## src/verilog/iedr_pkg.sv

```systemverilog
// Package of constants, states and state record for the input event diagnostic reporter
// Summary of operation
// - Process word flags edge inputs, bytes 2-3 zero
// - Diagnostic interrupts only under global enable
// - Repeat event during service raises incoming diagnostic
// - Other-channel events held during diagnostic service
// - Held diagnostics first, in order, then process
// - Affected channel's further process events discarded
// - Completed process service triggers outgoing diagnostic
// - Channel events between incoming and outgoing dropped
// - Outgoing message only if enable still set
// - Byte 0 carries failure and error flags
// - Byte 1 class 1111b plus channel flag
// - Byte 3 bit 6 lost; outgoing byte 3 zero
// - Extended record: basic four plus twelve bytes
// - Bytes 4-6 read 70h, 08h, 04h
// - Byte 7 flags faulty four-input channel group
// - Last diagnostic record kept when disabled
// - Process event only on configured input edge
`default_nettype none
package iedr_pkg;
    localparam int          NUM_CH        = 16;     // Input channels
    localparam int          CH_W          = 4;      // Channel index width
    localparam int          QUEUE_DEPTH   = 32;     // Two held events per channel
    localparam int          EVT_W         = 5;      // Queue entry: direction and channel
    localparam int          EVT_DIR_BIT   = 4;      // Entry bit set for outgoing
    localparam int          REC_W         = 128;    // Sixteen-byte record
    localparam int          INFO_W        = 32;     // Four-byte process word
    localparam int          B0_MOD_FAIL   = 0;      // Byte 0 module failure
    localparam int          B0_EXT_ERR    = 2;      // Byte 0 external error
    localparam int          B0_CH_ERR     = 3;      // Byte 0 channel error
    localparam int          B0_AUX_MISS   = 4;      // Byte 0 auxiliary supply missing
    localparam int          B1_CH_INFO    = 12;     // Byte 1 bit 4, record bit
    localparam int          B3_PI_LOST    = 30;     // Byte 3 bit 6, record bit
    localparam int          B1_CLASS_LSB  = 8;      // Byte 1 class field
    localparam int          B4_LSB        = 32;     // Byte 4 start
    localparam int          B5_LSB        = 40;     // Byte 5 start
    localparam int          B6_LSB        = 48;     // Byte 6 start
    localparam int          B7_LSB        = 56;     // Byte 7 group flags
    localparam int          B8_LSB        = 64;     // Byte 8 lost flags
    localparam int          GROUP_SIZE    = 4;      // Inputs per channel group
    localparam logic [3:0]  MOD_CLASS     = 4'hF;   // Digital module class
    localparam logic [6:0]  CH_TYPE       = 7'h70;  // Digital input channel type
    localparam logic [7:0]  DIAG_BITS     = 8'h08;  // Diagnostic bits per channel
    localparam logic [7:0]  CH_REPORTED   = 8'h04;  // Reported channel count

    // Service state, one-hot
    typedef enum logic [3:0] {
        SVC_IDLE    = 4'b0001,  // Nothing in service
        SVC_PI      = 4'b0010,  // Process handler running
        SVC_DIAG    = 4'b0100,  // Diagnostic handler running
        SVC_DIAG_PI = 4'b1000   // Diagnostic handler, process handler suspended
    } iedr_svc_t;

    // Whole state of the reporter
    typedef struct packed {
        logic             primed;    // Input history valid
        logic [NUM_CH-1:0] prev_in;  // Inputs one cycle ago
        logic [NUM_CH-1:0] pend_pi;  // Held process events
        logic [NUM_CH-1:0] svc_pi;   // Channels in the running process service
        logic [NUM_CH-1:0] diag_act; // Between incoming and outgoing
        logic [NUM_CH-1:0] inc_pend; // Incoming not yet queued
        logic [NUM_CH-1:0] out_pend; // Outgoing not yet queued
        iedr_svc_t        svc;       // Service state
        logic             pi_pulse;  // Process interrupt strobe
        logic             dg_pulse;  // Diagnostic interrupt strobe
        logic [INFO_W-1:0] pi_info;  // Process information word
        logic [REC_W-1:0] rec;       // Last diagnostic record
        logic             rec_out;   // Last record is outgoing
        logic [CH_W-1:0]  rec_ch;    // Channel of last record
    } iedr_state_t;
endpackage : iedr_pkg
`default_nettype wire

```

## src/verilog/iedr_q_if.sv

```systemverilog
// Interface between the reporter core and its held-event queue
`timescale 1ns/10ps
`default_nettype none
interface iedr_q_if #(parameter int WIDTH = 5) ();
    logic             push_valid; // Entry offered
    logic             push_ready; // Queue has room
    logic [WIDTH-1:0] push_data;  // Entry to store
    logic             pop_valid;  // Queue not empty
    logic             pop_ready;  // Head taken
    logic [WIDTH-1:0] pop_data;   // Head entry

    modport producer (output push_valid, push_data, pop_ready, input push_ready, pop_valid, pop_data);
    modport queue    (input push_valid, push_data, pop_ready, output push_ready, pop_valid, pop_data);
endinterface : iedr_q_if
`default_nettype wire

```

## src/verilog/iedr_event_queue.sv

```systemverilog
// Held diagnostic event queue, first in first out, flip-flop storage
`timescale 1ns/10ps
`default_nettype none
module iedr_event_queue #(
    parameter int WIDTH = 5,
    parameter int DEPTH = 32
) (
    input  wire logic i_clk,
    input  wire logic i_reset_n,
    iedr_q_if.queue   q
);
    localparam int PW = $clog2(DEPTH);
    localparam int CW = $clog2(DEPTH + 1);

    // Queue state
    typedef struct packed {
        logic [DEPTH-1:0][WIDTH-1:0] mem;   // Storage
        logic [PW-1:0]               rd;    // Read index
        logic [PW-1:0]               wr;    // Write index
        logic [CW-1:0]               count; // Entries held
    } iedr_q_state_t;

    iedr_q_state_t st_r;  // Registered state
    iedr_q_state_t st_nxt; // Next state
    logic          do_push; // Write this cycle
    logic          do_pop;  // Read this cycle

    // Honest full and empty straight from the count
    assign q.push_ready = (st_r.count != CW'(DEPTH));
    assign q.pop_valid  = (st_r.count != '0);
    assign q.pop_data   = st_r.mem[st_r.rd];
    assign do_push      = q.push_valid && q.push_ready;
    assign do_pop       = q.pop_ready && q.pop_valid;

    // Next state; indices wrap explicitly so any depth works
    always_comb begin
        st_nxt = st_r;
        if (do_push) begin
            st_nxt.mem[st_r.wr] = q.push_data;
            st_nxt.wr = (st_r.wr == PW'(DEPTH - 1)) ? '0 : st_r.wr + 1'b1;
        end
        if (do_pop) begin
            st_nxt.rd = (st_r.rd == PW'(DEPTH - 1)) ? '0 : st_r.rd + 1'b1;
        end
        st_nxt.count = st_r.count + CW'(do_push) - CW'(do_pop);
    end

    // State register
    always_ff @(posedge i_clk or negedge i_reset_n) begin
        if (!i_reset_n) begin
            st_r <= '0;
        end else begin
            st_r <= st_nxt;
        end
    end
endmodule : iedr_event_queue
`default_nettype wire

```

## src/verilog/iedr_top.sv

```systemverilog
// Input event and diagnostic reporter: process word, diagnostic sequencing and records
`timescale 1ns/10ps
`default_nettype none
module iedr_top #(
    parameter int QDEPTH = iedr_pkg::QUEUE_DEPTH // Held-event queue depth
) (
    input  wire logic                        i_clk,
    input  wire logic                        i_reset_n,
    input  wire logic [iedr_pkg::NUM_CH-1:0] i_inputs,      // Filtered input levels
    input  wire logic [iedr_pkg::NUM_CH-1:0] i_rise_sel,    // Rising edge raises event
    input  wire logic [iedr_pkg::NUM_CH-1:0] i_fall_sel,    // Falling edge raises event
    input  wire logic                        i_diag_int_en, // Global diagnostic enable
    input  wire logic                        i_module_fail, // Module failure flag
    input  wire logic                        i_ext_error,   // External error flag
    input  wire logic                        i_aux_missing, // Auxiliary supply missing
    input  wire logic                        i_proc_done,   // Process handler finished
    input  wire logic                        i_diag_done,   // Diagnostic handler finished
    output logic                             o_proc_int,    // Process interrupt strobe
    output logic [iedr_pkg::INFO_W-1:0]      o_proc_info,   // Process information word
    output logic                             o_diag_int,    // Diagnostic interrupt strobe
    output logic                             o_diag_outgoing, // Record is outgoing
    output logic [iedr_pkg::CH_W-1:0]        o_diag_channel,  // Record channel
    output logic [iedr_pkg::REC_W-1:0]       o_diag_record,   // Sixteen-byte record
    output logic                             o_diag_busy,     // Diagnostic handler active
    output logic                             o_proc_busy      // Process handler active or suspended
);
    iedr_pkg::iedr_state_t st_r;   // Registered state
    iedr_pkg::iedr_state_t st_nxt; // Next state

    logic [iedr_pkg::NUM_CH-1:0] edges;      // Configured edges this cycle
    logic                        pi_deliver; // Process interrupt issued now
    logic                        dg_pop;     // Queue head consumed now
    logic                        dg_fire;    // Diagnostic interrupt issued now
    logic [iedr_pkg::CH_W-1:0]   head_ch;    // Channel of queue head
    logic                        head_out;   // Queue head is outgoing

    iedr_q_if #(.WIDTH(iedr_pkg::EVT_W)) q ();

    // Lowest set bit of a channel vector
    function automatic logic [iedr_pkg::CH_W-1:0] iedr_lowest(input logic [iedr_pkg::NUM_CH-1:0] v);
        logic [iedr_pkg::CH_W-1:0] idx;
        idx = '0;
        for (int i = iedr_pkg::NUM_CH - 1; i >= 0; i--) begin
            if (v[i]) begin
                idx = iedr_pkg::CH_W'(i);
            end
        end
        return idx;
    endfunction : iedr_lowest

    // One-hot mask of a channel index
    function automatic logic [iedr_pkg::NUM_CH-1:0] iedr_mask(input logic [iedr_pkg::CH_W-1:0] ch);
        logic [iedr_pkg::NUM_CH-1:0] m;
        m = '0;
        m[ch] = 1'b1;
        return m;
    endfunction : iedr_mask

    // Build the sixteen-byte record; outgoing differs only in byte 3
    function automatic logic [iedr_pkg::REC_W-1:0] iedr_record(
        input logic [iedr_pkg::CH_W-1:0] ch,
        input logic                      outgoing,
        input logic                      fail,
        input logic                      ext,
        input logic                      aux
    );
        logic [iedr_pkg::REC_W-1:0] r;
        int                         c;
        r = '0;
        c = int'(ch);
        r[iedr_pkg::B0_MOD_FAIL] = fail;
        r[iedr_pkg::B0_EXT_ERR]  = ext;
        r[iedr_pkg::B0_CH_ERR]   = 1'b1;
        r[iedr_pkg::B0_AUX_MISS] = aux;
        r[iedr_pkg::B1_CLASS_LSB +: 4] = iedr_pkg::MOD_CLASS;
        r[iedr_pkg::B1_CH_INFO]  = 1'b1;
        r[iedr_pkg::B3_PI_LOST]  = !outgoing;
        r[iedr_pkg::B4_LSB +: 7] = iedr_pkg::CH_TYPE;
        r[iedr_pkg::B5_LSB +: 8] = iedr_pkg::DIAG_BITS;
        r[iedr_pkg::B6_LSB +: 8] = iedr_pkg::CH_REPORTED;
        r[iedr_pkg::B7_LSB + c / iedr_pkg::GROUP_SIZE] = 1'b1;
        r[iedr_pkg::B8_LSB + 8 * (c / iedr_pkg::GROUP_SIZE) + 2 * (c % iedr_pkg::GROUP_SIZE)] = 1'b1;
        return r;
    endfunction : iedr_record

    // Held events; depth covers one incoming and one outgoing per channel
    iedr_event_queue #(
        .WIDTH (iedr_pkg::EVT_W),
        .DEPTH (QDEPTH)
    ) u_queue (
        .i_clk     (i_clk),
        .i_reset_n (i_reset_n),
        .q         (q.queue)
    );

    // Configured edge detection; first cycle after reset only primes history
    always_comb begin
        edges = ((i_inputs & ~st_r.prev_in & i_rise_sel) |
                 (~i_inputs & st_r.prev_in & i_fall_sel)) & {iedr_pkg::NUM_CH{st_r.primed}};
    end

    assign head_ch  = q.pop_data[iedr_pkg::CH_W-1:0];
    assign head_out = q.pop_data[iedr_pkg::EVT_DIR_BIT];

    // Queue head is taken whenever no diagnostic service runs
    assign dg_pop = q.pop_valid && ((st_r.svc == iedr_pkg::SVC_IDLE) || (st_r.svc == iedr_pkg::SVC_PI));
    // Interrupt only while globally enabled; otherwise the record is still kept
    assign dg_fire = dg_pop && i_diag_int_en;
    // Process events wait until every held diagnostic has gone
    assign pi_deliver = (st_r.svc == iedr_pkg::SVC_IDLE) && !q.pop_valid &&
                        (st_r.inc_pend == '0) && (st_r.out_pend == '0) && (st_r.pend_pi != '0);

    // Queue feed: incoming first, then outgoing, one entry per cycle
    always_comb begin
        q.push_valid = (st_r.inc_pend != '0) || (st_r.out_pend != '0);
        if (st_r.inc_pend != '0) begin
            q.push_data = {1'b0, iedr_lowest(st_r.inc_pend)};
        end else begin
            q.push_data = {1'b1, iedr_lowest(st_r.out_pend)};
        end
        q.pop_ready = dg_pop;
    end

    // Next-state logic for the whole reporter
    always_comb begin
        st_nxt          = st_r;
        st_nxt.primed   = 1'b1;
        st_nxt.prev_in  = i_inputs;
        st_nxt.pi_pulse = 1'b0;
        st_nxt.dg_pulse = 1'b0;

        // Drain pending flags into the queue; a full queue stalls them
        if (q.push_valid && q.push_ready) begin
            if (st_r.inc_pend != '0) begin
                st_nxt.inc_pend = st_r.inc_pend & ~iedr_mask(iedr_lowest(st_r.inc_pend));
            end else begin
                st_nxt.out_pend = st_r.out_pend & ~iedr_mask(iedr_lowest(st_r.out_pend));
            end
        end

        // Diagnostic delivery from the queue head
        if (dg_pop) begin
            st_nxt.rec     = iedr_record(head_ch, head_out, i_module_fail, i_ext_error, i_aux_missing);
            st_nxt.rec_out = head_out;
            st_nxt.rec_ch  = head_ch;
            if (head_out) begin
                st_nxt.diag_act = st_nxt.diag_act & ~iedr_mask(head_ch);
            end
            if (dg_fire) begin
                st_nxt.dg_pulse = 1'b1;
                // Diagnostic service suspends a running process service
                st_nxt.svc = (st_r.svc == iedr_pkg::SVC_PI) ? iedr_pkg::SVC_DIAG_PI : iedr_pkg::SVC_DIAG;
            end
        end

        // Service completion
        unique case (st_r.svc)
            iedr_pkg::SVC_IDLE: begin
                if (pi_deliver) begin
                    st_nxt.pi_info  = {16'h0000, st_r.pend_pi};
                    st_nxt.svc_pi   = st_r.pend_pi;
                    st_nxt.pend_pi  = '0;
                    st_nxt.pi_pulse = 1'b1;
                    st_nxt.svc      = iedr_pkg::SVC_PI;
                end
            end
            iedr_pkg::SVC_PI: begin
                if (i_proc_done && !dg_fire) begin
                    // Channels that went diagnostic now report outgoing
                    st_nxt.out_pend = st_nxt.out_pend | (st_r.svc_pi & st_r.diag_act);
                    st_nxt.svc_pi   = '0;
                    st_nxt.svc      = iedr_pkg::SVC_IDLE;
                end
            end
            iedr_pkg::SVC_DIAG: begin
                if (i_diag_done) begin
                    st_nxt.svc = iedr_pkg::SVC_IDLE;
                end
            end
            iedr_pkg::SVC_DIAG_PI: begin
                if (i_diag_done) begin
                    st_nxt.svc = iedr_pkg::SVC_PI;
                end
            end
            default: begin
                st_nxt.svc = iedr_pkg::SVC_IDLE; // Illegal code recovers
            end
        endcase

        // Per-channel event sorting
        for (int c = 0; c < iedr_pkg::NUM_CH; c++) begin
            if (edges[c]) begin
                if (st_r.diag_act[c]) begin
                    // Dropped: channel sits between incoming and outgoing
                    st_nxt.pend_pi[c] = st_nxt.pend_pi[c];
                end else if (st_r.svc_pi[c]) begin
                    // Repeat while in service: process event lost
                    if (i_diag_int_en) begin
                        st_nxt.diag_act[c] = 1'b1;
                        st_nxt.inc_pend[c] = 1'b1;
                    end else begin
                        // Disabled: keep record readable, no interrupt
                        st_nxt.rec     = iedr_record(iedr_pkg::CH_W'(c), 1'b0, i_module_fail, i_ext_error,
                                                     i_aux_missing);
                        st_nxt.rec_out = 1'b0;
                        st_nxt.rec_ch  = iedr_pkg::CH_W'(c);
                    end
                end else begin
                    // Held until services allow delivery; set wins over clear
                    st_nxt.pend_pi[c] = 1'b1;
                end
            end
        end
    end

    // State register
    always_ff @(posedge i_clk or negedge i_reset_n) begin
        if (!i_reset_n) begin
            st_r     <= '0;
            st_r.svc <= iedr_pkg::SVC_IDLE;
        end else begin
            st_r <= st_nxt;
        end
    end

    // Outputs come straight from state flops
    assign o_proc_int      = st_r.pi_pulse;
    assign o_proc_info     = st_r.pi_info;
    assign o_diag_int      = st_r.dg_pulse;
    assign o_diag_outgoing = st_r.rec_out;
    assign o_diag_channel  = st_r.rec_ch;
    assign o_diag_record   = st_r.rec;
    assign o_diag_busy     = (st_r.svc == iedr_pkg::SVC_DIAG) || (st_r.svc == iedr_pkg::SVC_DIAG_PI);
    assign o_proc_busy     = (st_r.svc == iedr_pkg::SVC_PI) || (st_r.svc == iedr_pkg::SVC_DIAG_PI);

    // Upper half of the process word is fixed zero
    AST_PI_INFO_HIGH_ZERO: assert property (@(posedge i_clk) disable iff (!i_reset_n)
        (o_proc_info[31:16] == 16'h0000) and (o_proc_int |-> o_proc_info[15:0] != 16'h0000))
        else $error("process word upper bytes or strobe content wrong");

    // No diagnostic strobe unless enabled one cycle before
    AST_DIAG_NEEDS_ENABLE: assert property (@(posedge i_clk) disable iff (!i_reset_n)
        $rose(o_diag_int) |-> $past(i_diag_int_en))
        else $error("diagnostic interrupt raised while disabled");

    // A repeat edge during service marks the channel diagnostic next cycle
    AST_REPEAT_MARKS: assert property (@(posedge i_clk) disable iff (!i_reset_n)
        (|(edges & st_r.svc_pi & ~st_r.diag_act) && i_diag_int_en) |=> ((|st_r.inc_pend) || q.pop_valid))
        else $error("lost process event did not queue a diagnostic");

    // Held process events only leave by delivery
    AST_HELD_KEPT: assert property (@(posedge i_clk) disable iff (!i_reset_n)
        (|($past(st_r.pend_pi) & ~st_r.pend_pi)) |-> $past(pi_deliver))
        else $error("held process event vanished");

    // Process strobe never while diagnostics wait
    AST_DIAG_FIRST: assert property (@(posedge i_clk) disable iff (!i_reset_n)
        pi_deliver |-> (!q.pop_valid && st_r.inc_pend == '0) ##1 o_proc_int)
        else $error("process interrupt overtook held diagnostic");

    // Edges on a diagnostic channel never become held events
    AST_DIAG_CH_DROPS: assert property (@(posedge i_clk) disable iff (!i_reset_n)
        (|(edges & st_r.diag_act & ~st_r.pend_pi)) |=>
            ((st_r.pend_pi & $past(edges & st_r.diag_act & ~st_r.pend_pi)) == '0))
        else $error("event of diagnostic channel was stored");

    // Fixed basic bytes of every record
    AST_BASIC_FIXED: assert property (@(posedge i_clk) disable iff (!i_reset_n)
        (o_diag_int |-> o_diag_record[23:8] == 16'h001F && o_diag_record[7:5] == 3'h0 && !o_diag_record[1]))
        else $error("record bytes 0 to 2 malformed");

    // Outgoing record byte 3 is zero, incoming carries the lost flag
    AST_BYTE3: assert property (@(posedge i_clk) disable iff (!i_reset_n)
        o_diag_int |-> (o_diag_outgoing ? o_diag_record[31:24] == 8'h00 : o_diag_record[31:24] == 8'h40))
        else $error("record byte 3 wrong for direction");

    // Extended type bytes and zero tail
    AST_EXT_FIXED: assert property (@(posedge i_clk) disable iff (!i_reset_n)
        o_diag_int |-> o_diag_record[55:32] == 24'h04_0870 && o_diag_record[127:96] == 32'h0000_0000)
        else $error("extended record constant bytes wrong");

    // Completed process service with diagnostic channels queues outgoing
    AST_OUT_AFTER_DONE: assert property (@(posedge i_clk) disable iff (!i_reset_n)
        (st_r.svc == iedr_pkg::SVC_PI && i_proc_done && !dg_fire && |(st_r.svc_pi & st_r.diag_act)) |=>
            (st_r.out_pend != '0))
        else $error("outgoing diagnostic not scheduled");
endmodule : iedr_top
`default_nettype wire

```

## config.mk

```make
export PLATFORM = sky130hd
export DESIGN_NAME = iedr_top
export DESIGN_NICKNAME = d
export VERILOG_FILES = /design/src/verilog/iedr_pkg.sv /design/src/verilog/iedr_q_if.sv /design/src/verilog/iedr_event_queue.sv /design/src/verilog/iedr_top.sv
export SDC_FILE = /design/constraint.sdc
export NUM_CORES = 1
export LEC_CHECK = 0
export BUFFER_PORTS_ARGS = -buffer_cell sky130_fd_sc_hd__clkbuf_2
export CAP_MARGIN = 10
export CORE_AREA = 3 3 191 193
export CTS_CLUSTER_SIZE = 24
export DETAILED_ROUTE_END_ITERATION = 7
export DIE_AREA = 0 0 194 196
export PLACE_DENSITY_LB_ADDON = 0.15
export RECOVER_POWER = 50
export SLEW_MARGIN = 10
export SYNTH_ARGS = -nofsm -noshare
export SYNTH_HDL_FRONTEND = slang
export SYNTH_SLANG_ARGS = --single-unit
```

## constraint.sdc

```tcl
create_clock -name i_clk -period 3.6 [get_ports i_clk]
set_input_delay 0.36 -clock i_clk [delete_from_list [all_inputs] [get_ports i_clk]]
set_output_delay 0.36 -clock i_clk [all_outputs]
set_load 0.02 [all_outputs]
```

==> metrics.md, run 1 <==
| Metric | Value |
|---|---|
| Die Wd | 194 um |
| Flop and latch count out of synthesis | 428 |
| Critical Path Fanout Max | 29 |
| Reg clk slew, reported paths | 60 ps |
| Worst-case reg-to-reg path depth | 8 |
| CP required | 4080 ps |
| Outcome | complete, but fails checks |
| Switch share | 35.1% |
| Mapped Cells | approximately 1,800 |
| Hold path depth | 2 |
| Psw | approximately 6400 uW |
| Hold Crit Class | primary input to register |
| Area of the core | 34,700 um^2 |
| Pins Over Slew Limit | 92 |
| Logic pwr share | 33.5% |
| Slowest cell on crit path | o41ai_1 |
| Final Hold Viols | 0 |
| Largest net degree at the start of global routing | 96 |
| Clock buffer depth | 3 |
| Slowest Stage Delay on Critical Path | just under 900 ps |
| Clock share of power | between 20 and 30% |
| CTS tree | yes |
| Predominant post-synthesis flop cell | dfrtp_1 |
| CTS root buf | clkbuf_16 |
| Peak supply drop | 466 uV |
| Wire length on met3 | ~3000 um |
| M1 wire length | 22,100 um |
| Synthesis-to-layout area growth | 11.2% |
| Vias | between 10,000 and 15,000 |
| CP Data Arrival Time | 3760 ps |
| Placer Congestion | between 0.9 and 1 |
| Slew headroom | -78.4% |
| Post-synth ARST share | 100% |
| Port buffer count | 208 |
| DRT antenna net count | 0 |
| Clock latency on the worst-skew pair | around 560 ps |
| Row count | between 60 and 70 |
| Synth unique cells | 87 |
| Layout Cell Area excl Fill | around 23,000 um^2 |
| Vias per Instance | around 5.9 |
| H-tree Lvls | 2 |
| Layout net count | between 1,500 and 2,000 |
| Max-cap viol count | 1 |
| Most common cell after layout, fill and taps aside | dfrtp_1 |
| Slew @ Worst Pin | between 2000 and 3000 ps |
| Global-route wire length before repair | 81,200 um |
| Tmin final | between 3000 and 4000 ps |
| Highest routed layer | met4 |
| Antenna cells | 0 |
| Final TNS setup | 0 ps |
| Initial Util | approximately 59% |
| Critical path cell sequence | nand3b_1, a21oi_1, o41ai_1, and2b_1, nand3_2, nor2_4, buf_4, and2_1 |
| Synthesized area | around 21,000 um^2 |
| Failing checks | capacitance limit, slew limit |
| Vias in the first global route | around 14,000 |
| Die area | between 30,000 and 40,000 um^2 |
| Power, Total | 18,100 uW |
| Leakage | 0.0105 uW |
| Number of top-level pins | around 230 |
| RSZ-0062 raised after global routing | false |
| Clock skew | ~21 ps |
| Hold WS | approximately 24 ps |
| Grt ovf | 0 |
| Setup crit start kind | register |
| DP Area | roughly 21,000 um^2 |
| Post-DR wirelength/cell | 21.4 um |
| Reg2Reg Setup Slack | 320 ps |
| # Post-CTS Setup Buffers | 0 |
| FMAX | 0.304 GHz |
| Die H | between 150 and 200 um |
| CTS Buf Count | between 40 and 50 |
| Drt total wl | 51,300 um |
| Residual DRC count | 0 |
| Most frequent cells in the layout | dfrtp_1 (426), nand2_1 (174), clkbuf_1 (158) |
| Layout cell share with drive strength beyond 1 | 20.5% |
| Sink Count | ~430 |
| All-Layer GR Usage | approximately a quarter |
| Crit. End Element | register |
| Fin crit share | 91.2% |
| Setup CP Type | register to register |
| Routed wl met2 | 24,600 um |
| Power per Cell Area | a little under 800 nW/um^2 |
| Syn_area_per_cell | approximately 11 um^2 |
| DR pass1 iterations | 5 |
| Initial DRC count | roughly 1,100 |
| Sequential share of the synthesized area | approximately 52% |
| Internal cell power | roughly 12,000 uW |
| Yosys warns | 0 |
| Post-synth EDFFs | 0 |
| Setup violators final | 0 |
| Sequential Power Share | 37.0% |
| Detail Placement HPWL | roughly 36,000 um |
| Initial antenna violation count | 0 |
sequential cells by signal (all words and copies together) (netlist names):
| name | count |
|---|---|
| o_diag_channel | 4 |
| o_diag_outgoing | 1 |
| o_proc_info | 16 |
| u_queue.st_r | 176 |
| o_diag_record | 128 |
| o_proc_int | 1 |
| o_diag_int | 1 |
| st_r | 101 |
logic make-up after synthesis:
family          Yosys count  share of synthesized area (%)
flops                   428                           52.2
buf+inv                 278                           8.47
simple gates            605                           15.7
fa+ha+maj                17                           1.07
compound gates          244                           8.56
xor+xnor                  6                          0.256
other cells               2                         0.0366
mux                     220                           13.7
layout make-up:
| type | instances | area (um^2) |
|---|---|---|
| fillers | 2682 | 11900 |
| flip-flops and latches | 428 | 10700 |
| multi-input cells | 1110 | 8160 |
| repair buffers | 281 | 1500 |
| clock buffers | 66 | 1400 |
| well taps | 455 | 569 |
| clock inverters | 18 | 345 |
| inverters | 35 | 131 |
synthesized netlist by cell type, drive strengths merged (3+ instances only):
master	number	area share [%]
mux2i	25	1.2
and3b	6	0.26
a22o	12	0.51
nand4	20	0.61
nor4	15	0.52
a21boi	4	0.15
a21o	24	0.88
inv	34	0.62
nand3	47	1.2
a22oi	12	0.44
xnor2	4	0.17
or3	23	0.70
mux2	165	9.1
mux4	30	3.4
o211ai	4	0.15
o22ai	6	0.18
a31oi	16	0.56
nor3b	3	0.11
nand2b	16	0.49
a2111oi	18	0.83
a21oi	36	0.88
clkbuf	48	0.88
o31ai	13	0.48
a211oi	9	0.35
ha	16	0.98
nor2	92	1.8
nor2b	13	0.48
o21ai	48	1.2
a32o	10	0.49
o41ai	5	0.25
nand2	178	3.4
or2	4	0.12
and2	109	3.3
and4	3	0.13
buf	195	7.0
nor4b	3	0.19
and3	8	0.24
nor3	19	0.52
nand3b	40	1.5
dfrtp	427	52
o21bai	7	0.26
power groups by stage:
stage	Combinational, uW	Sequential (uW)	Clock (uW)
finish	6060	6700	5360
global route	6560	6830	5620
CTS	6030	6690	5430
detailed placement	5970	6760	0
global placement	5840	6700	0
floorplan	4640	6340	0
routing by layer:
metal | up-vias | global-route usage [%]
li1 | 6378 | -
met1 | 7198 | 37.2
met2 | 519 | 42.8
met3 | 95 | 3.92
met4 | 0 | 9.31
met5 | - | 0
critical path: cells and delay by family, from the launching register on:
kind / cells / cell delay [ps]
buf+inv: 1 / 310
simple gates: 5 / 1390
flops: 1 / 540
compound gates: 2 / 960
worst paths after layout:
kind                                           endpoint                        start
max                        o_diag_record[105]$_DFF_PN0_          st_r[267]$_DFF_PN0_
min                          o_diag_record[4]$_DFF_PN0_                i_aux_missing
max reg2reg                o_diag_record[105]$_DFF_PN0_          st_r[267]$_DFF_PN0_
min reg2reg                 o_diag_record[37]$_DFF_PN0_  o_diag_record[37]$_DFF_PN0_
max in group asynchronous           st_r[210]$_DFF_PN0_                    i_reset_n
min in group asynchronous         st_r[227]$_DFFE_PN0P_                    i_reset_n
metrics by stage:
| step | cells | worst slack, ps | utilization (%) |
|---|---|---|---|
| 6_report | 2393 | 315 | 65.7 |
| 5_1_grt | 2393 | 95.5 | 65.7 |
| 4_1_cts | 2392 | 180 | 66.3 |
| 2_1_floorplan | 1815 | 649 | - |
| 3_3_place_gp | 2291 | 350 | 60.8 |
| 3_5_place_dp | 2291 | 258 | 60.8 |
repair_timing:
action	in CTS	in global routing
hold endpoints to repair	102	0
gates resized for setup	0	0
setup endpoints to repair	0	40
hold buffers	17	0
Power figures use the tool's default switching activity.
==> run 2, diff against run 1 <==
--- a/config.mk
+++ b/config.mk
@@ -11,7 +11,7 @@
 export CTS_CLUSTER_SIZE = 24
 export DETAILED_ROUTE_END_ITERATION = 7
 export DIE_AREA = 0 0 194 196
-export PLACE_DENSITY_LB_ADDON = 0.15
+export PLACE_DENSITY = 0.78
 export RECOVER_POWER = 50
 export SLEW_MARGIN = 10
 export SYNTH_ARGS = -nofsm -noshare
==> run 2 against run 1 <==
  * The flow still finishes with violations (capacitance limit, slew limit)
  * Sequential share of layout area up 0.41 points
  * Die area stayed put
  * Maximum frequency shrank 1.3%
  * Largest cell class unchanged
  * Highest routed layer unchanged
==> metrics.md, run 2 (synthesis results as in run 1) <==
| Metric | Value |
|---|---|
| Slew headroom | -82.4% (-4.0 points) |
| Layout cell share with drive strength beyond 1 | 19.7% (-0.79 points) |
| Vias per Instance | 6.02 (+1.5%) |
| Number of top-level pins | 225 (unchanged) |
| Outcome | complete, but fails checks |
| Port buffer count | 208 (unchanged) |
| Clock latency on the worst-skew pair | 580 ps (+20 ps) |
| Setup violators final | 0 (unchanged) |
| Setup CP Type | register to register |
| Placer Congestion | 0.911 (+0.22%) |
| Final Hold Viols | 0 (unchanged) |
| Layout net count | 1,968 (-0.35%) |
| H-tree Lvls | 2 (unchanged) |
| Max reg flops | 176 (unchanged) |
| Detail Placement HPWL | 34,500 um (-3.0%) |
| FILL cells | 2,693 (+0.41%) |
| Critical path cell sequence | nand3b_1, a21oi_1, o41ai_1, and2b_1, nand3_2, nor2_2, and2_1 |
| Hold Crit Class | primary input to register |
| Vias in the first global route | 14,600 (+2.8%) |
| # Post-CTS Setup Buffers | 0 (unchanged) |
| Clock buffer depth | 3 (unchanged) |
| Failing checks | capacitance limit, slew limit |
| Setup WS post-layout | 273 ps (-42.2 ps) |
| Drt total wl | 51,100 um (-0.26%) |
| RR Startpoint | st_r[267]$_DFF_PN0_ |
| Endpoint, Worst Hold | st_r[167]$_DFF_PN1_ |
| Power per Cell Area | 779 nW/um^2 (-1.9%) |
| DR pass1 iterations | 5 (unchanged) |
| Slowest Stage Delay on Critical Path | 900 ps (+20 ps) |
| Grt ovf | 0 (unchanged) |
| CP Data Arrival Time | 3840 ps (+80 ps) |
| Residual DRC count | 0 (unchanged) |
| Synthesis-to-layout area growth | 10.3% |
| FMAX | 0.301 GHz (-1.3%) |
| CTS tree | yes |
| Sink Count | 428 (unchanged) |
| DRT antenna net count | 0 (unchanged) |
| FF+latch area | 10,700 um^2 (unchanged) |
| Die H | 196 um (unchanged) |
| Pins Over Slew Limit | 112 (+22%) |
| Reg with most FFs | u_queue.st_r |
| Most common cell after layout, fill and taps aside | dfrtp_1 |
| Fin crit share | 92.4% (+1.2 points) |
| Slew @ Worst Pin | 2740 ps (+59.9 ps) |
| Clock skew | 19.5 ps (-1.12 ps) |
| CP required | 4110 ps (+30 ps) |
| Final TNS setup | 0 ps (unchanged) |
| Crit. End Element | register |
| Die area | 38,000 um^2 (unchanged) |
| All-Layer GR Usage | 26.3% (-0.23 points) |
| Row count | 68 (unchanged) |
| Area of the core | 34,700 um^2 (unchanged) |
| Area of the multi-input gates | 8150 um^2 (about the same) |
| Peak supply drop | 487 uV (+4.6%) |
| Reg-to-Reg End | o_diag_record[116]$_DFF_PN0_ |
| Initial antenna violation count | 0 (unchanged) |
| RSZ-0062 raised after global routing | false |
| Largest net degree at the start of global routing | 115 (+20%) |
| Reg2Reg Setup Slack | 270 ps (-40 ps) |
| Reg clk slew, reported paths | 60 ps (about the same) |
| Post-Place Worst Slack | 192 ps (-66.1 ps) |
| Critical Path Fanout Max | 29 (unchanged) |
| Min-delay src | i_proc_done |
| Max-cap viol count | 1 (unchanged) |
| CTS root buf | clkbuf_16 |
| Die Wd | 194 um (unchanged) |
| Vias | 14,300 (+1.1%) |
| Leakage | 0.0104 uW (-1.2%) |
| Post-DR wirelength/cell | 21.5 um (+0.12%) |
| Layout Cell Area excl Fill | 22,600 um^2 (-0.86%) |
| Setup crit start kind | register |
| Initial Util | 59.1% (unchanged) |
| Worst-case reg-to-reg path depth | 7 (-1) |
| CTS Buf Count | 44 (-4.3%) |
| Most frequent cells in the layout | dfrtp_1 (426), nand2_1 (174), clkbuf_1 (163) |
| Antenna cells | 0 (unchanged) |
| Layout Utilization | 65.2% (-0.57 points) |
| Hold path depth | 3 (+1) |
| Slowest cell on crit path | o41ai_1 |
| DP Area | 21,100 um^2 (-0.14%) |
| Global-route wire length before repair | 80,400 um (-0.92%) |
| Initial DRC count | 1,141 (+0.18%) |
| Tmin final | 3330 ps (+42.2 ps) |
## run 2: cell count changes in the layout (fill, tap and decap cells not counted), moves of 2 or more
cell / delta
clkbuf_2: -4
clkbuf_16: -5
clkbuf_1: +5
bufinv_16: -5
buf_12: +2
buf_4: -10
clkinv_2: -3
dlygate4sd3_1: +3
clkbuf_8: +3
clkinv_8: +3
## run 2: area by class of cell
class | instances | share of cell area (%)
flip-flops and latches | 428 | 47.4
multi-input cells | 1110 | 36.0
repair buffers | 276 | 6.61
clock buffers | 67 | 5.87
well taps | 455 | 2.52
clock inverters | 13 | 1.02
inverters | 35 | 0.581
## run 2: worst max-delay path by stage
stage / to / cells after the start / slack, ps / start
global placement: o_diag_record[0]$_DFF_PN0_ / 7 / 270 / st_r[267]$_DFF_PN0_
global route: u_queue.st_r[5]$_DFF_PN0_ / 11 / 110 / st_r[195]$_DFF_PN0_
CTS: o_diag_record[4]$_DFF_PN0_ / 7 / 180 / st_r[267]$_DFF_PN0_
floorplan: u_queue.st_r[4]$_DFF_PN0_ / 16 / 650 / st_r[168]$_DFF_PN0_
detailed placement: o_diag_record[4]$_DFF_PN0_ / 7 / 190 / st_r[267]$_DFF_PN0_
finish: o_diag_record[116]$_DFF_PN0_ / 7 / 270 / st_r[267]$_DFF_PN0_
## run 2: critical path: cells and delay by family (launching register included)
kind            cells  cell delay, ps
simple gates        5            1650
flops               1             600
compound gates      2             980
## run 2: where the power goes
group	switching (uW)	internal, uW	leakage [uW]	total, uW
sequential	852	5860	0.00539	6710
clock	1920	2910	0.000761	4840
combinational	3560	2510	0.00423	6070
## run 2: repair_timing
item,in CTS,in global routing
setup endpoints to repair,0,19
hold buffers,20,0
gates resized for setup,0,0
endpoints found under the hold margin,125,0
## run 2: per-stage QoR
step	hold slack [ps]	power, uW	std cells
floorplan	64.4	11000	1815
global placement	456	12400	2283
detailed placement	456	12700	2283
CTS	166	17600	2383
global route	180	18500	2384
finish	181	17600	2384
## run 2: per-layer routing
layer / global-route usage [%] / part of all wire [%]
met1: 35.3 / 41
met2: 43.2 / 49
met3: 5.10 / 6.6
met4: 9.39 / 3.5
met5: 0 / 0
==> run 3, diff against run 2 <==
--- a/config.mk
+++ b/config.mk
@@ -11,7 +11,7 @@
 export CTS_CLUSTER_SIZE = 24
 export DETAILED_ROUTE_END_ITERATION = 7
 export DIE_AREA = 0 0 194 196
-export PLACE_DENSITY = 0.78
+export PLACE_DENSITY = 0.79
 export RECOVER_POWER = 50
 export SLEW_MARGIN = 10
 export SYNTH_ARGS = -nofsm -noshare
==> run 3 against run 2 <==
  * The flow still finishes with violations (capacitance limit, slew limit)
  * Hold slack got worse by 160 ps
  * Total power rose by 0.95%
  * Sequential cell count unchanged
  * Core utilization increased by 0.10 points
  * Clock power increased by 3%
  * Register-to-register slack better by 60 ps
  * Non-clock buffer count shrank 1
  * Via count is 0.89% higher
  * Critical endpoint is now o_diag_record[64]$_DFF_PN0_
  * Largest cell class unchanged
==> metrics.md, run 3 (synthesis results as in run 1) <==
| Metric | Value |
|---|---|
| Initial DRC count | 1,192 (+4.5%) |
| CP required | 4030 ps (-80 ps) |
| RR Startpoint | u_queue.st_r[13]$_DFFE_PN0P_ |
| Slew @ Worst Pin | 2410 ps (-325 ps) |
| Final TNS setup | 0 ps (unchanged) |
| Setup violators final | 0 (unchanged) |
| Peak supply drop | 543 uV (+11%) |
| Internal cell power | 11,400 uW (+0.93%) |
| Tmin final | 3270 ps (-59.5 ps) |
| Synthesis-to-layout area growth | 10.4% |
| Hold Crit Class | primary input to register |
| Clock buffer depth | 3 (unchanged) |
| Reg clk slew, reported paths | 70 ps (about the same) |
| Crit path from | u_queue.st_r[13]$_DFFE_PN0P_ |
| Worst setup path endpoint | o_diag_record[64]$_DFF_PN0_ |
| Psw | 6390 uW (+0.99%) |
| Largest net degree at the start of global routing | 91 (-21%) |
| Crit. End Element | register |
| Global-route wire length before repair | 80,500 um (+0.14%) |
| CTS root buf | clkbuf_16 |
| Final Hold Viols | 0 (unchanged) |
| Residual DRC count | 0 (unchanged) |
| Initial antenna violation count | 1 (+1) |
| Reg2Reg Setup Slack | 330 ps (+60 ps) |
| Layout cell share with drive strength beyond 1 | 20.0% (+0.27 points) |
| Reg with most FFs | u_queue.st_r |
| Vias per Instance | 6.07 (+0.93%) |
| CP Data Arrival Time | 3700 ps (-140 ps) |
| All-Layer GR Usage | 26.2% (-0.090 points) |
| Power per Cell Area | 785 nW/um^2 (+0.79%) |
| Logic pwr share | 34.1% (-0.3 points) |
| Sequential Power Share | 37.8% (-0.3 points) |
| Fin crit share | 90.8% (-1.7 points) |
| Grt ovf | 0 (unchanged) |
| Slew headroom | -60.7% (+22 points) |
| Die Wd | 194 um (unchanged) |
| Max-cap viol count | 1 (unchanged) |
| CTS tree | yes |
| Vias | 14,500 (+0.89%) |
| Die area | 38,000 um^2 (unchanged) |
| H-tree Lvls | 2 (unchanged) |
| CTS Buf Count | 43 (-2.3%) |
| Most common cell after layout, fill and taps aside | dfrtp_1 |
| Hold path depth | 2 (-1) |
| FMAX | 0.306 GHz (+1.8%) |
| Failing checks | capacitance limit, slew limit |
| CP Depth | 8 (+1) |
| Number of top-level pins | 225 (unchanged) |
| Worst-case reg-to-reg path depth | 8 (+1) |
| Clock skew | 14.8 ps (-4.70 ps) |
| Leakage | 0.0104 uW (+0.12%) |
| Reg-to-Reg End | o_diag_record[64]$_DFF_PN0_ |
| Switch share | 35.9% (about the same) |
| Slowest cell on crit path | dfrtp_1 |
| Outcome | complete, but fails checks |
| Layout Cell Area excl Fill | 22,700 um^2 (+0.16%) |
| Port buffer count | 208 (unchanged) |
| Clock latency on the worst-skew pair | 560 ps (-20 ps) |
| Placer Congestion | 0.911 (about the same) |
| Row count | 68 (unchanged) |
| Worst path most repeated cell | nand4_1 |
| RSZ-0062 raised after global routing | false |
| Drt total wl | 50,900 um (-0.55%) |
| Area of the core | 34,700 um^2 (unchanged) |
| Slowest Stage Delay on Critical Path | 960 ps (+60 ps) |
| Most frequent cells in the layout | dfrtp_1 (426), nand2_1 (174), clkbuf_1 (161) |
| Setup crit start kind | register |
| DRT antenna net count | 0 (unchanged) |
| Initial Util | 59.1% (unchanged) |
| Critical Path Fanout Max | 22 (-24%) |
| Buf+Inv Stages, Crit Path | 1 (+1) |
| Top Family by Delay on Critical Path | simple AND/OR/NAND/NOR gates |
| # Post-CTS Setup Buffers | 0 (unchanged) |
| Layout net count | 1,966 (-0.10%) |
| Detail Placement HPWL | 34,500 um (+0.25%) |
| Clock share of power | 28.1% (+0.6 points) |
| DP Area | 21,100 um^2 (about the same) |
| Die H | 196 um (unchanged) |
| Antenna cells | 0 (unchanged) |
| DR pass1 iterations | 5 (unchanged) |
| Critical path cell sequence | nor2b_1, a22oi_1, nand4_1, nand4_1, nor2_1, buf_4, nand2_2, a2111oi_2 |
| Max reg flops | 176 (unchanged) |
| Sink Count | 428 (unchanged) |
| Layout Utilization | 65.3% (+0.10 points) |
| Post-DR wirelength/cell | 21.3 um (-0.51%) |
| Vias in the first global route | 14,600 (-0.096%) |
| Pins Over Slew Limit | 87 (-22%) |
| Setup CP Type | register to register |
-- run 3: how the worst min path moves through the flow --
stage | startpoint | to | slack (ps)
after floorplan | i_reset_n | o_diag_channel[0]$_DFF_PN0_ | 60
after global placement | i_reset_n | st_r[265]$_DFF_PN0_ | 430
after detailed placement | i_reset_n | st_r[265]$_DFF_PN0_ | 440
after CTS | i_aux_missing | o_diag_record[4]$_DFF_PN0_ | 7
after global routing | i_aux_missing | o_diag_record[4]$_DFF_PN0_ | 9
final | i_module_fail | o_diag_record[0]$_DFF_PN0_ | 20
-- run 3: per-layer routing --
metal	wire (um)	up-vias	track usage, %
li1	-	6369	-
met1	20800	7316	35.0
met2	24400	644	43.1
met3	3700	145	4.60
met4	1930	2	10.3
met5	13	-	0
-- run 3: cell type report --
class	count	area (um^2)
timing repair buffer	275	1470
inverter	35	131
tap	455	569
clock buffer	60	1270
fill	2645	12100
clock inverter	20	335
sequential	428	10700
multi-input combinational	1110	8170
-- run 3: power groups by stage --
stage | clock network, uW | logic, uW | registers (uW)
6_report | 5000 | 6060 | 6720
3_5_place_dp | 0 | 5950 | 6750
4_1_cts | 5060 | 6010 | 6680
3_3_place_gp | 0 | 5780 | 6680
5_1_grt | 5250 | 6540 | 6840
2_1_floorplan | 0 | 4640 | 6340
-- run 3: repair_timing --
item | CTS | global route
hold buffers | 18 | 0
endpoints found under the setup margin | 0 | 36
resized for setup | 0 | 1
endpoints found under the hold margin | 102 | 0
-- run 3: stage by stage --
stage	power (uW)	worst slack, ps	cells	hold slack, ps
4_1_cts	17800	224	2382	7.02
5_1_grt	18600	26.6	2383	8.85
3_5_place_dp	12700	250	2284	436
2_1_floorplan	11000	649	1815	64.4
6_report	17800	333	2383	23.4
3_3_place_gp	12500	331	2284	427
